`config.mk`:
```
export PLATFORM = sky130hd
export DESIGN_NAME = tlk_ctl_flat
export DESIGN_NICKNAME = d
export VERILOG_FILES = /design/src/tlk_pkg.sv /design/src/tlk_if.sv /design/src/tlk_fifo.sv /design/src/tlk_ctl.sv /design/src/flat_wrapper.sv
export SDC_FILE = /design/constraint.sdc
export NUM_CORES = 2
export LEC_CHECK = 0
export BUFFER_PORTS_ARGS = -buffer_cell sky130_fd_sc_hd__buf_2
export CORE_AREA = 5 5 440 442
export DETAILED_ROUTE_END_ITERATION = 6
export DIE_AREA = 0 0 445 447
export GPL_ROUTABILITY_DRIVEN = 0
export GPL_TIMING_DRIVEN = 0
export REMOVE_ABC_BUFFERS = 1
export SYNTH_ARGS = -nofsm -noshare
export SYNTH_HDL_FRONTEND = slang
export SYNTH_SLANG_ARGS = --single-unit
```
`constraint.sdc`:
```
create_clock -name CLK_SYS -period 4.4 [get_ports CLK_SYS]
set_clock_uncertainty 0.2 [all_clocks]
set_input_delay 0.44 -clock CLK_SYS [delete_from_list [all_inputs] [get_ports CLK_SYS]]
set_output_delay 0.44 -clock CLK_SYS [all_outputs]
set_load 0.1 [all_outputs]
```
`src/tlk_pkg.sv`:
```
package tlk_pkg;
   // lane count and payload geometry
   localparam int LANES = 2;
   localparam int LANE_W = 32;
   localparam int OCT_W = 8;
   localparam int PAY_W = LANES * LANE_W;
   // reconfiguration port: byte-wide data, shared strobes
   localparam int RCFG_DW = 8;
   localparam int RCFG_AW = 11;
   // buffer geometry
   localparam int FIFO_DEPTH = 32;
   // cycles the reset controller waits after analog ready before releasing
   localparam int RST_HOLD_CYC = 4;
   // link phases
   typedef enum logic [1:0] {TLK_DOWN, TLK_SYNC, TLK_USER} tlk_phase_t;
   // host-visible register addresses (controller side)
   localparam logic [3:0] REG_CTRL = 4'h0;
   localparam logic [3:0] REG_STAT = 4'h1;
   localparam logic [3:0] REG_RCFG_ADDR = 4'h2;
   localparam logic [3:0] REG_RCFG_DATA = 4'h3;
   localparam logic [3:0] REG_FIFO = 4'h4;
   localparam logic [3:0] REG_LANE0 = 4'h5;
   localparam logic [3:0] REG_LANE1 = 4'h6;
   localparam logic [1:0] CTRL_RESET_REQ_BIT = 2'h0;
   localparam logic [1:0] CTRL_LINK_EN_BIT = 2'h1;
endpackage

```
`src/tlk_if.sv`:
```
`timescale 1ns/1ps
`default_nettype none
interface tlk_if;
   import tlk_pkg::*;
   logic [PAY_W-1:0] lane_octet_payload;
   logic payload_valid_flag;
   logic link_accepting_flag;
   logic [LANES-1:0] tx_ready;
   logic [LANES-1:0] tx_analog_ready;
   logic tx_hard_rst;
   logic link_enable;
   logic [RCFG_AW-1:0] rcfg_address;
   logic [RCFG_DW-1:0] rcfg_writedata;
   logic [RCFG_DW-1:0] rcfg_readdata;
   logic rcfg_write;
   logic rcfg_read;
   logic rcfg_waitrequest;
   modport dev (input lane_octet_payload, payload_valid_flag, tx_hard_rst, link_enable,
      rcfg_address, rcfg_writedata, rcfg_write, rcfg_read,
      output link_accepting_flag, tx_ready, tx_analog_ready, rcfg_readdata, rcfg_waitrequest);
   modport ctl (output lane_octet_payload, payload_valid_flag, tx_hard_rst, link_enable,
      rcfg_address, rcfg_writedata, rcfg_write, rcfg_read,
      input link_accepting_flag, tx_ready, tx_analog_ready, rcfg_readdata, rcfg_waitrequest);
endinterface
`default_nettype wire

```
`src/tlk_fifo.sv`:
```
`timescale 1ns/1ps
`default_nettype none
module tlk_fifo
   import tlk_pkg::*;
#(
   parameter int W = 64,
   parameter int D = 32
) (
   input wire logic CLK_SYS, // clock
   input wire logic RST, // sync reset
   input wire logic CE, // clock enable
   input wire logic [W-1:0] IN_DATA, // write data
   input wire logic IN_VALID, // write request
   output logic IN_READY, // not full
   output logic [W-1:0] OUT_DATA, // head word
   output logic OUT_VALID, // not empty
   input wire logic OUT_READY // pop
);
   localparam int AW = $clog2(D);
   typedef struct packed {
      logic [AW-1:0] wp;
      logic [AW-1:0] rp;
      logic [AW:0] cnt;
   } tlk_fifo_st_t;
   tlk_fifo_st_t s_r, s_nxt;
   logic [W-1:0] mem [D];
   logic push, pop;

   // honest flags straight from the occupancy count
   assign IN_READY = (s_r.cnt != (AW+1)'(D));
   assign OUT_VALID = (s_r.cnt != '0);
   assign OUT_DATA = mem[s_r.rp];
   assign push = IN_VALID && IN_READY;
   assign pop = OUT_VALID && OUT_READY;

   always_comb begin
      s_nxt = s_r;
      if (push) s_nxt.wp = s_r.wp + 1'b1;
      if (pop) s_nxt.rp = s_r.rp + 1'b1;
      s_nxt.cnt = s_r.cnt + (AW+1)'(push) - (AW+1)'(pop);
   end

   // storage has no reset; only pointers and count need a defined value
   always_ff @(posedge CLK_SYS) begin
      if (CE && push) mem[s_r.wp] <= IN_DATA;
   end

   always_ff @(posedge CLK_SYS) begin
      if (RST) s_r <= '0;
      else if (CE) s_r <= s_nxt;
   end
endmodule // tlk_fifo
`default_nettype wire

```
`src/tlk_ctl.sv`:
```
// Local design decisions: the plain strobed port and the register offsets.
`timescale 1ns/1ps
`default_nettype none
module tlk_ctl
   import tlk_pkg::*;
(
   input wire logic CLK_SYS, // clock
   input wire logic RST, // sync reset
   input wire logic CE, // clock enable
   tlk_if.ctl LNK, // link towards the device
   input wire logic [3:0] ADDR, // register address
   input wire logic [31:0] WDATA, // write data
   input wire logic WR, // write strobe
   input wire logic RD, // read strobe
   output logic [31:0] RDATA // read data, cycle after RD
);
   typedef enum logic [1:0] {C_IDLE, C_WAIT, C_HOLD, C_RUN} tlk_cst_t;
   typedef struct packed {
      tlk_cst_t st;
      logic [2:0] hold;
      logic rst_out;
      logic en;
      logic [RCFG_AW-1:0] raddr;
      logic [31:0] rd;
      logic [LANES-1:0][LANE_W-1:0] lane;
      logic stage;
   } tlk_ctl_st_t;
   tlk_ctl_st_t s_r, s_nxt;
   logic f_in_ready, f_out_valid;
   logic [PAY_W-1:0] f_out, f_in;
   logic f_push;

   // lane k sits at bits 32k+31:32k, first octet highest
   genvar k;
   generate
      for (k = 0; k < LANES; k++) begin : g_lane
         assign f_in[k*LANE_W +: LANE_W] = s_r.lane[k];
      end
   endgenerate
   assign f_push = s_r.stage;

   // buffer drains only while the sink is accepting
   tlk_fifo #(.W(PAY_W), .D(FIFO_DEPTH)) u_fifo (
      .CLK_SYS(CLK_SYS), .RST(RST), .CE(CE),
      .IN_DATA(f_in), .IN_VALID(f_push), .IN_READY(f_in_ready),
      .OUT_DATA(f_out), .OUT_VALID(f_out_valid), .OUT_READY(LNK.link_accepting_flag));

   assign LNK.tx_hard_rst = s_r.rst_out;
   assign LNK.link_enable = s_r.en;
   assign LNK.lane_octet_payload = f_out;
   // valid is honest; the sink assumes valid anyway, so keep the buffer primed
   assign LNK.payload_valid_flag = f_out_valid;
   assign LNK.rcfg_address = s_r.raddr;
   assign LNK.rcfg_writedata = WDATA[RCFG_DW-1:0];
   assign LNK.rcfg_write = WR && (ADDR == REG_RCFG_DATA);
   assign LNK.rcfg_read = RD && (ADDR == REG_RCFG_DATA);
   assign RDATA = s_r.rd;

   always_comb begin
      s_nxt = s_r;
      s_nxt.stage = 1'b0;
      case (s_r.st)
         C_IDLE: if (WR && ADDR == REG_CTRL && WDATA[CTRL_RESET_REQ_BIT]) s_nxt.st = C_WAIT;
         C_WAIT: begin
            // reset may change only once every lane's analog side is ready
            if (&LNK.tx_analog_ready) begin
               s_nxt.rst_out = 1'b1;
               s_nxt.hold = '0;
               s_nxt.st = C_HOLD;
            end
         end
         C_HOLD: begin
            s_nxt.hold = s_r.hold + 3'h1;
            if (s_r.hold == 3'(RST_HOLD_CYC - 1) && (&LNK.tx_analog_ready)) begin
               s_nxt.rst_out = 1'b0;
               s_nxt.st = C_RUN;
            end
         end
         C_RUN: if (WR && ADDR == REG_CTRL && WDATA[CTRL_RESET_REQ_BIT]) s_nxt.st = C_WAIT;
         default: s_nxt.st = C_IDLE;
      endcase
      if (WR) begin
         case (ADDR)
            REG_CTRL: s_nxt.en = WDATA[CTRL_LINK_EN_BIT];
            REG_RCFG_ADDR: s_nxt.raddr = WDATA[RCFG_AW-1:0];
            REG_LANE0: s_nxt.lane[0] = WDATA;
            REG_LANE1: begin
               s_nxt.lane[1] = WDATA;
               s_nxt.stage = f_in_ready; // lane 1 write commits the word
            end
            default: ;
         endcase
      end
      if (RD) begin
         case (ADDR)
            REG_CTRL: s_nxt.rd = {30'h0, s_r.en, s_r.rst_out};
            REG_STAT: s_nxt.rd = {24'h0, s_r.st, LNK.link_accepting_flag, 1'b0,
               LNK.tx_ready[1], LNK.tx_ready[0], LNK.tx_analog_ready[1], LNK.tx_analog_ready[0]};
            REG_RCFG_ADDR: s_nxt.rd = {21'h0, s_r.raddr};
            // slave answers a cycle late, so this returns the previous reconfig read
            REG_RCFG_DATA: s_nxt.rd = {24'h0, LNK.rcfg_readdata};
            REG_FIFO: s_nxt.rd = {30'h0, f_out_valid, f_in_ready};
            default: s_nxt.rd = 32'h0;
         endcase
      end
   end

   always_ff @(posedge CLK_SYS) begin
      if (RST) s_r <= '0;
      else if (CE) s_r <= s_nxt;
   end
endmodule // tlk_ctl
`default_nettype wire

```
`src/flat_wrapper.sv`:
```
// flat-port wrapper written by rule: the top's interface ports become plain ports
module tlk_ctl_flat import tlk_pkg::*;
  (CLK_SYS, RST, CE, ADDR, WDATA, WR, RD, RDATA, LNK_lane_octet_payload, LNK_payload_valid_flag, LNK_tx_hard_rst, LNK_link_enable, LNK_rcfg_address, LNK_rcfg_writedata, LNK_rcfg_write, LNK_rcfg_read, LNK_link_accepting_flag, LNK_tx_ready, LNK_tx_analog_ready, LNK_rcfg_readdata, LNK_rcfg_waitrequest);
  tlk_if LNK_i ();
  input wire logic CLK_SYS;
  input wire logic RST;
  input wire logic CE;
  input wire logic [3:0] ADDR;
  input wire logic [31:0] WDATA;
  input wire logic WR;
  input wire logic RD;
  output logic [31:0] RDATA;
  output wire logic [$bits(LNK_i.lane_octet_payload)-1:0] LNK_lane_octet_payload;
  output wire logic [$bits(LNK_i.payload_valid_flag)-1:0] LNK_payload_valid_flag;
  output wire logic [$bits(LNK_i.tx_hard_rst)-1:0] LNK_tx_hard_rst;
  output wire logic [$bits(LNK_i.link_enable)-1:0] LNK_link_enable;
  output wire logic [$bits(LNK_i.rcfg_address)-1:0] LNK_rcfg_address;
  output wire logic [$bits(LNK_i.rcfg_writedata)-1:0] LNK_rcfg_writedata;
  output wire logic [$bits(LNK_i.rcfg_write)-1:0] LNK_rcfg_write;
  output wire logic [$bits(LNK_i.rcfg_read)-1:0] LNK_rcfg_read;
  input wire logic [$bits(LNK_i.link_accepting_flag)-1:0] LNK_link_accepting_flag;
  input wire logic [$bits(LNK_i.tx_ready)-1:0] LNK_tx_ready;
  input wire logic [$bits(LNK_i.tx_analog_ready)-1:0] LNK_tx_analog_ready;
  input wire logic [$bits(LNK_i.rcfg_readdata)-1:0] LNK_rcfg_readdata;
  input wire logic [$bits(LNK_i.rcfg_waitrequest)-1:0] LNK_rcfg_waitrequest;
  assign LNK_lane_octet_payload = LNK_i.lane_octet_payload;
  assign LNK_payload_valid_flag = LNK_i.payload_valid_flag;
  assign LNK_tx_hard_rst = LNK_i.tx_hard_rst;
  assign LNK_link_enable = LNK_i.link_enable;
  assign LNK_rcfg_address = LNK_i.rcfg_address;
  assign LNK_rcfg_writedata = LNK_i.rcfg_writedata;
  assign LNK_rcfg_write = LNK_i.rcfg_write;
  assign LNK_rcfg_read = LNK_i.rcfg_read;
  assign LNK_i.link_accepting_flag = LNK_link_accepting_flag;
  assign LNK_i.tx_ready = LNK_tx_ready;
  assign LNK_i.tx_analog_ready = LNK_tx_analog_ready;
  assign LNK_i.rcfg_readdata = LNK_rcfg_readdata;
  assign LNK_i.rcfg_waitrequest = LNK_rcfg_waitrequest;
  tlk_ctl u_core (.CLK_SYS(CLK_SYS), .RST(RST), .CE(CE), .LNK(LNK_i), .ADDR(ADDR), .WDATA(WDATA), .WR(WR), .RD(RD), .RDATA(RDATA));
endmodule
```
# Word level (Yosys, flattened, before mapping)
# Memories as Yosys holds them, arrays and structs flattened. A register that Yosys moved wholly into a read port is not among the register bits.
# Cells that the tools add are included.
# totals
latchBits,0
out_inout_bits,120
word_cells,69
register_bits,131
ram_bits,2048
n_memories,1
mem_bits_ro,0
# mem_list
name,words,width,read_ports,rd_ports_with_merged_regs,write_ports,line_no,text
u_core.u_fifo.mem,32,64,1,1,1,tlk_fifo.sv:26,logic [W-1:0] mem [D];
# classes
muxes,13
bitwise_logic,0
n_eq_ne,14
n_reduce_logical,24
n_lt_le_gt_ge,0
n_shift,0
n_addsub,5
div_mod_pow,0
multipliers,0
# op_table
op,count
$pmux W11 S5,1
$reduce_and A3 Y1,5
$eq A4 B3 Y1 const B,3
$add A5 B1 Y5 const B,2
$mux W5,2
$eq A4 B2 Y1 const B,2
$logic_and A1 B1 Y1,8
$pmux W4 S2,1
$reduce_and A2 Y1,4
$reduce_and A4 Y1,2
$add A6 B1 Y6,1
$mux W6,1
$ne A2 B1 Y1 const B,3
$ne A6 B6 Y1 const B,1
$pmux W2 S3,1
$reduce_bool A6 Y1,1
$sub A6 B1 Y6,1
$mux W1,5
$eq A2 B2 Y1 const B,2
$eq A4 B1 Y1 const B,1
$logic_not A4 Y1,1
$mux W2,2
$add A3 B1 Y3 const B,1
$eq A3 B2 Y1 const B,1
4 further kinds,4

# Logic depth before layout (Yosys ltp)
# logic_depth
ltp_word,5
ltp_mapped,13

# Cells and area by module
# From an unflattened synthesis, not the netlist that was laid out.
# unflattened
cells_unflattened,4301
hier_area_um2,83142.2
# by_module_without_submodules
module,n_inst,seq_area_each_um2,area_each_um2,cells_each
tlk_fifo,1,61919.4,78949.5,3801
tlk_ctl,1,1881.8,4192.8,500

# Worst setup path after synthesis
# No wires, ideal clock.
# synth_timing
kind,register to register
start,reg u_core.u_fifo.s_r[2] (netlist bit)
end,"mem u_core.u_fifo.mem[28][0], enable pin"
arrival_ns,3.908
slack_ns,-0.194
stages_incl_launch_ff,7
setup_time_ns,0.487
cell_sequence,dfxtp_1 -> inv_1 -> ha_1 -> nor4bb_1 -> nor2_1 -> nand2_1 -> nor2_1
# synth_between
elab_chain_cells,5
# synth_rtl
item,line_no,text
from (decl),tlk_fifo.sv:25,"tlk_fifo_st_t s_r, s_nxt;"
from (signal assigned),tlk_fifo.sv:50,else if (CE) s_r <= s_nxt;
$ne A6 B6 Y1,tlk_fifo.sv:30,assign IN_READY = (s_r.cnt != (AW+1)'(D));
$logic_and A1 B1 Y1,tlk_fifo.sv:33,assign push = IN_VALID && IN_READY;
$logic_and A1 B1 Y1,tlk_fifo.sv:45,if (CE && push) mem[s_r.wp] <= IN_DATA;
$mux W1,tlk_fifo.sv:45,
$mux W1 (implied by the code),tlk_fifo.sv:45,
to (decl),tlk_fifo.sv:26,
# No other way between the ends.

==> reports/metrics.json <==
{
  "dr_total_vias": {"value": 43255},
  "timing.final.ws_setup": {"value": 90.8, "unit": "ps"},
  "critPathLaunchType": {"value": "flop"},
  "cpMaxStageDelayCell": {"value": "sky130_fd_sc_hd__and2_4"},
  "grt_overflow_total": {"value": 0},
  "drc": {"value": 0},
  "clkSlewWorstSetupHoldPaths": {"value": 60, "unit": "ps"},
  "sink_count_of_the_clock_tree": {"value": 2163},
  "synthesis.area_per_instance": {"value": 19.5, "unit": "sq um"},
  "die-area": {"value": 199000, "unit": "sq um"},
  "ys_ff_latch": {"value": 2163},
  "worst-slew-pin-transition": {"value": 1120, "unit": "ps"},
  "critical-path-top-cell-by-count": {"value": "sky130_fd_sc_hd__buf_16"},
  "ys.warnings.count": {"value": 0},
  "timing.max_slew.rel_slack": {"value": 0.253},
  "clk-insertion-delay-late": {"value": 850, "unit": "ps"},
  "nNetsFinal": {"value": 4686},
  "setup_repair_after_global_routing_missed_its_margin": {"value": "false"},
  "post_drt_wl_per_cell": {"value": 30.7, "unit": "um"},
  "place.detailed.hpwl": {"value": 135000, "unit": "um"},
  "cp_max_fo": {"value": 48},
  "async_reset_ff_frac": {"value": 0},
  "critical_path.cell_chain": {"value": "buf_16 -> buf_16 -> and2_4 -> a22oi_1 -> nand4_1 -> buf_2"},
  "gr-max-usage-layer": {"value": "met2"},
  "initial_antenna_violation_count": {"value": 3},
  "cts_root_buffer": {"value": "sky130_fd_sc_hd__clkbuf_16"},
  "die_width": {"value": 445, "unit": "um"},
  "globalRouteMet3Util": {"value": 0.0370},
  "detailedRoute.firstPassIterationCount": {"value": 5},
  "groute.layer.met1.usage": {"value": 0.314},
  "setup.worst_path.class": {"value": "flop to primary output"},
  "first_iter_violations": {"value": 5276},
  "largest_net_degree_at_the_start_of_global_routing": {"value": 79},
  "run_status": {"value": "complete, no violations"},
  "seq_area_frac_synth": {"value": 0.770},
  "dp_worst_setup_slack": {"value": -456, "unit": "ps"},
  "fp-row-count": {"value": 160},
  "cts_tree": {"value": "yes"},
  "vias_per_cell": {"value": 5.92},
  "finalMaxSlewViolations": {"value": 0},
  "synth_cells": {"value": 4248},
  "finalSetupViolCount": {"value": 0},
  "report.final.hold_viol_count": {"value": 0},
  "clock_tree.buffer_depth": {"value": 3},
  "post_synth_instance_area": {"value": 82800, "unit": "sq um"},
  "final_cell_area": {"value": 97400, "unit": "sq um"},
  "port-buffer-count": {"value": 152},
  "initial_core_util": {"value": 0.438},
  "ir_drop": {"value": 0.000440, "unit": "V"},
  "die_h": {"value": 447, "unit": "um"},
  "fin_crit": {"value": 4310, "unit": "ps"},
  "cts_inserted_buffers": {"value": 211},
  "timing.critical_path.required": {"value": 3760, "unit": "ps"},
  "placeableCoreArea": {"value": 189000, "unit": "sq um"},
  "max_clock_freq": {"value": 232, "unit": "MHz"},
  "synth_edf_count": {"value": 2048},
  "antenna_violating_nets_post_route": {"value": 0},
  "main_synth_ff_type": {"value": "sky130_fd_sc_hd__edfxtp_1"},
  "routed_wirelength": {"value": 225000, "unit": "um"},
  "met2_usage": {"value": 0.359},
  "top_level_ports": {"value": 175},
  "crit_path_end_kind": {"value": "primary output"},
  "worst_hold_path_type": {"value": "primary input to flop"},
  "grt.total_usage": {"value": 0.221},
  "drv.max_cap_violation_count": {"value": 0},
  "flow.area_growth_from_synthesis": {"value": 17.7, "unit": "%"},
  "yosysUniqueCellTypes": {"value": 59},
  "postPlaceCellArea": {"value": 89500, "unit": "sq um"},
  "via_count_of_the_first_global_routing_pass": {"value": 42845},
  "post-route-period-util": {"value": 0.979},
  "powerDensity": {"value": 447, "unit": "nW/um^2"},
  "cpPeakStageDelay": {"value": 600, "unit": "ps"},
  "h_tree_depth": {"value": 4},
  "drive_gt1_frac": {"value": 0.213},
  "worst_endpoint_data_arrival_time": {"value": 3670, "unit": "ps"},
  "cellLeakagePower": {"value": 34.2, "unit": "nW"},
  "grt_first_pass_wirelength": {"value": 315000, "unit": "um"}
}
sequential cells by signal, indices dropped and copies added (netlist names), named ones only:
signal                   cells
u_core.LNK.tx_hard_rst       1
u_core.LNK.rcfg_address     11
u_core.u_fifo.mem         2048
u_core.f_push                1
u_core.f_in                 64
u_core.RDATA                11
u_core.LNK.link_enable       1
u_core.s_r                   5
u_core.u_fifo.s_r           16
cells in the mapped netlist (2+ instances only):
master / number / area share
sky130_fd_sc_hd__mux4_2: 282 / 0.077
sky130_fd_sc_hd__clkbuf_1: 103 / 0.0047
sky130_fd_sc_hd__o21ai_0: 7 / 0.00042
sky130_fd_sc_hd__mux2i_1: 479 / 0.058
sky130_fd_sc_hd__and2_1: 3 / 0.00023
sky130_fd_sc_hd__buf_2: 117 / 0.0071
sky130_fd_sc_hd__nand4_1: 48 / 0.0036
sky130_fd_sc_hd__nor3b_1: 4 / 0.00036
sky130_fd_sc_hd__ha_1: 18 / 0.0027
sky130_fd_sc_hd__dfxtp_1: 115 / 0.028
sky130_fd_sc_hd__xnor2_1: 7 / 0.00074
sky130_fd_sc_hd__nand3b_1: 6 / 0.00054
sky130_fd_sc_hd__edfxtp_1: 2048 / 0.74
sky130_fd_sc_hd__a211oi_1: 4 / 0.00036
sky130_fd_sc_hd__nor3_1: 8 / 0.00048
sky130_fd_sc_hd__or4_1: 2 / 0.00018
sky130_fd_sc_hd__nor4b_1: 2 / 0.00021
sky130_fd_sc_hd__inv_1: 19 / 0.00086
sky130_fd_sc_hd__o21a_1: 3 / 0.00027
sky130_fd_sc_hd__nor4_1: 2 / 0.00015
sky130_fd_sc_hd__buf_4: 54 / 0.0049
sky130_fd_sc_hd__nor4bb_1: 2 / 0.00024
sky130_fd_sc_hd__a22o_1: 25 / 0.0026
sky130_fd_sc_hd__nand3_1: 122 / 0.0074
sky130_fd_sc_hd__nor2b_1: 15 / 0.0011
sky130_fd_sc_hd__buf_6: 16 / 0.0022
sky130_fd_sc_hd__nor2_1: 82 / 0.0037
sky130_fd_sc_hd__xor2_1: 2 / 0.00021
sky130_fd_sc_hd__nor2_2: 2 / 0.00015
sky130_fd_sc_hd__a21oi_1: 74 / 0.0045
sky130_fd_sc_hd__buf_1: 7 / 0.00032
sky130_fd_sc_hd__and3b_1: 2 / 0.00021
sky130_fd_sc_hd__a31oi_1: 23 / 0.0017
sky130_fd_sc_hd__and3_1: 5 / 0.00038
sky130_fd_sc_hd__nand2_1: 154 / 0.0070
sky130_fd_sc_hd__or3_1: 3 / 0.00023
sky130_fd_sc_hd__mux2_2: 5 / 0.00068
sky130_fd_sc_hd__a22oi_1: 356 / 0.032
sky130_fd_sc_hd__and4_1: 2 / 0.00021
cells in the final DEF (no fill, tap or decap), types with 48 or more instances in the layout:
cell	instances
sky130_fd_sc_hd__a21oi_1	74
sky130_fd_sc_hd__mux2i_1	479
sky130_fd_sc_hd__mux4_2	282
sky130_fd_sc_hd__a22oi_1	356
sky130_fd_sc_hd__dfxtp_1	110
sky130_fd_sc_hd__nand4_1	48
sky130_fd_sc_hd__clkbuf_1	55
sky130_fd_sc_hd__nand2_1	154
sky130_fd_sc_hd__edfxtp_1	2048
sky130_fd_sc_hd__buf_12	125
sky130_fd_sc_hd__buf_2	144
sky130_fd_sc_hd__nand3_1	121
sky130_fd_sc_hd__buf_16	54
sky130_fd_sc_hd__clkbuf_16	220
sky130_fd_sc_hd__dlygate4sd3_1	59
area by class of cell:
type                            count  area, sq um
Clock inverter                    115          970
Fill cell                       14762        91700
Antenna cell                        2         5.00
Tap cell                         2511         3140
Timing Repair Buffer              421         5770
Inverter                           20         75.1
Sequential cell                  2163        63800
Clock buffer                      284         5800
Multi-Input combinational cell   1795        17900
timing repair:
item | in CTS | in global routing
pin swaps | 4 | 0
setup buffers | 21 | 0
hold endpoints to repair | 110 | 0
gates cloned | 10 | 3
endpoints found under the setup margin | 64 | 14
gates resized for setup | 14 | 4
hold buffers | 59 | 0
path summary, 6_finish.rpt:
| kind | start | end | slack, ps | depth (start not counted) |
|---|---|---|---|---|
| worst max-delay path | flop | LNK_lane_octet_payload[33] | 90 | 6 |
| worst max register to register | u_core.u_fifo.s_r[2]$_SDFFE_PP0P_ | u_core.u_fifo.mem[20][24]$_DFFE_PP_ | 650 | 8 |
| worst min-delay path | RD | u_core.RDATA[1]$_SDFFE_PP0P_ | 80 | 4 |
| worst min register to register | u_core.u_fifo.s_r[4]$_SDFFE_PP0P_ | u_core.u_fifo.s_r[4]$_SDFFE_PP0P_ | 290 | 2 |
report_power, final:
part	internal, mW	switching (mW)
Clock	10.1	7.65
Sequential	22.2	0.0643
Combinational	1.08	2.46
through the flow:
stage	power, mW	std cells	utilization	TNS [ps]	hold slack [ps]
after floorplan	25.4	3971	-	-1489260	250
after global placement	25.6	6634	0.450	-	236
after detailed placement	26.2	6817	0.473	-5680	252
after CTS	43.8	7306	0.515	0	11.8
after global routing	44.9	7309	0.515	0	99.9
final	43.6	7311	0.515	0	82.4
kinds of logic (layout without fill, tap and decap cells):
logic type / count (synthesis) / after routing / share of synthesized area
buf+inv: 317 / 840 / 0.0200
mux: 766 / 766 / 0.135
fa+ha+maj: 19 / 19 / 0.00296
xor+xnor: 9 / 9 / 0.000952
simple gates: 470 / 477 / 0.0270
other cells: 1 / 23 / 0.0000453
flops: 2163 / 2163 / 0.770
compound gates: 503 / 503 / 0.0433
critical path, delay by kind of cell, from the launching register on:
family,cells,cell delay (ps)
DFF,1,430
and+or+nand+nor,2,900
AOI/OAI and AO/OA,1,180
buffers and inverters,3,1180
layer usage:
metal  part of all wire  up-vias
met5                  0        -
met4              0.025        0
met3              0.075      365
met2               0.48     1943
met1               0.42    22862
li1                   -    18085
(Power assumes the default switching activity.)
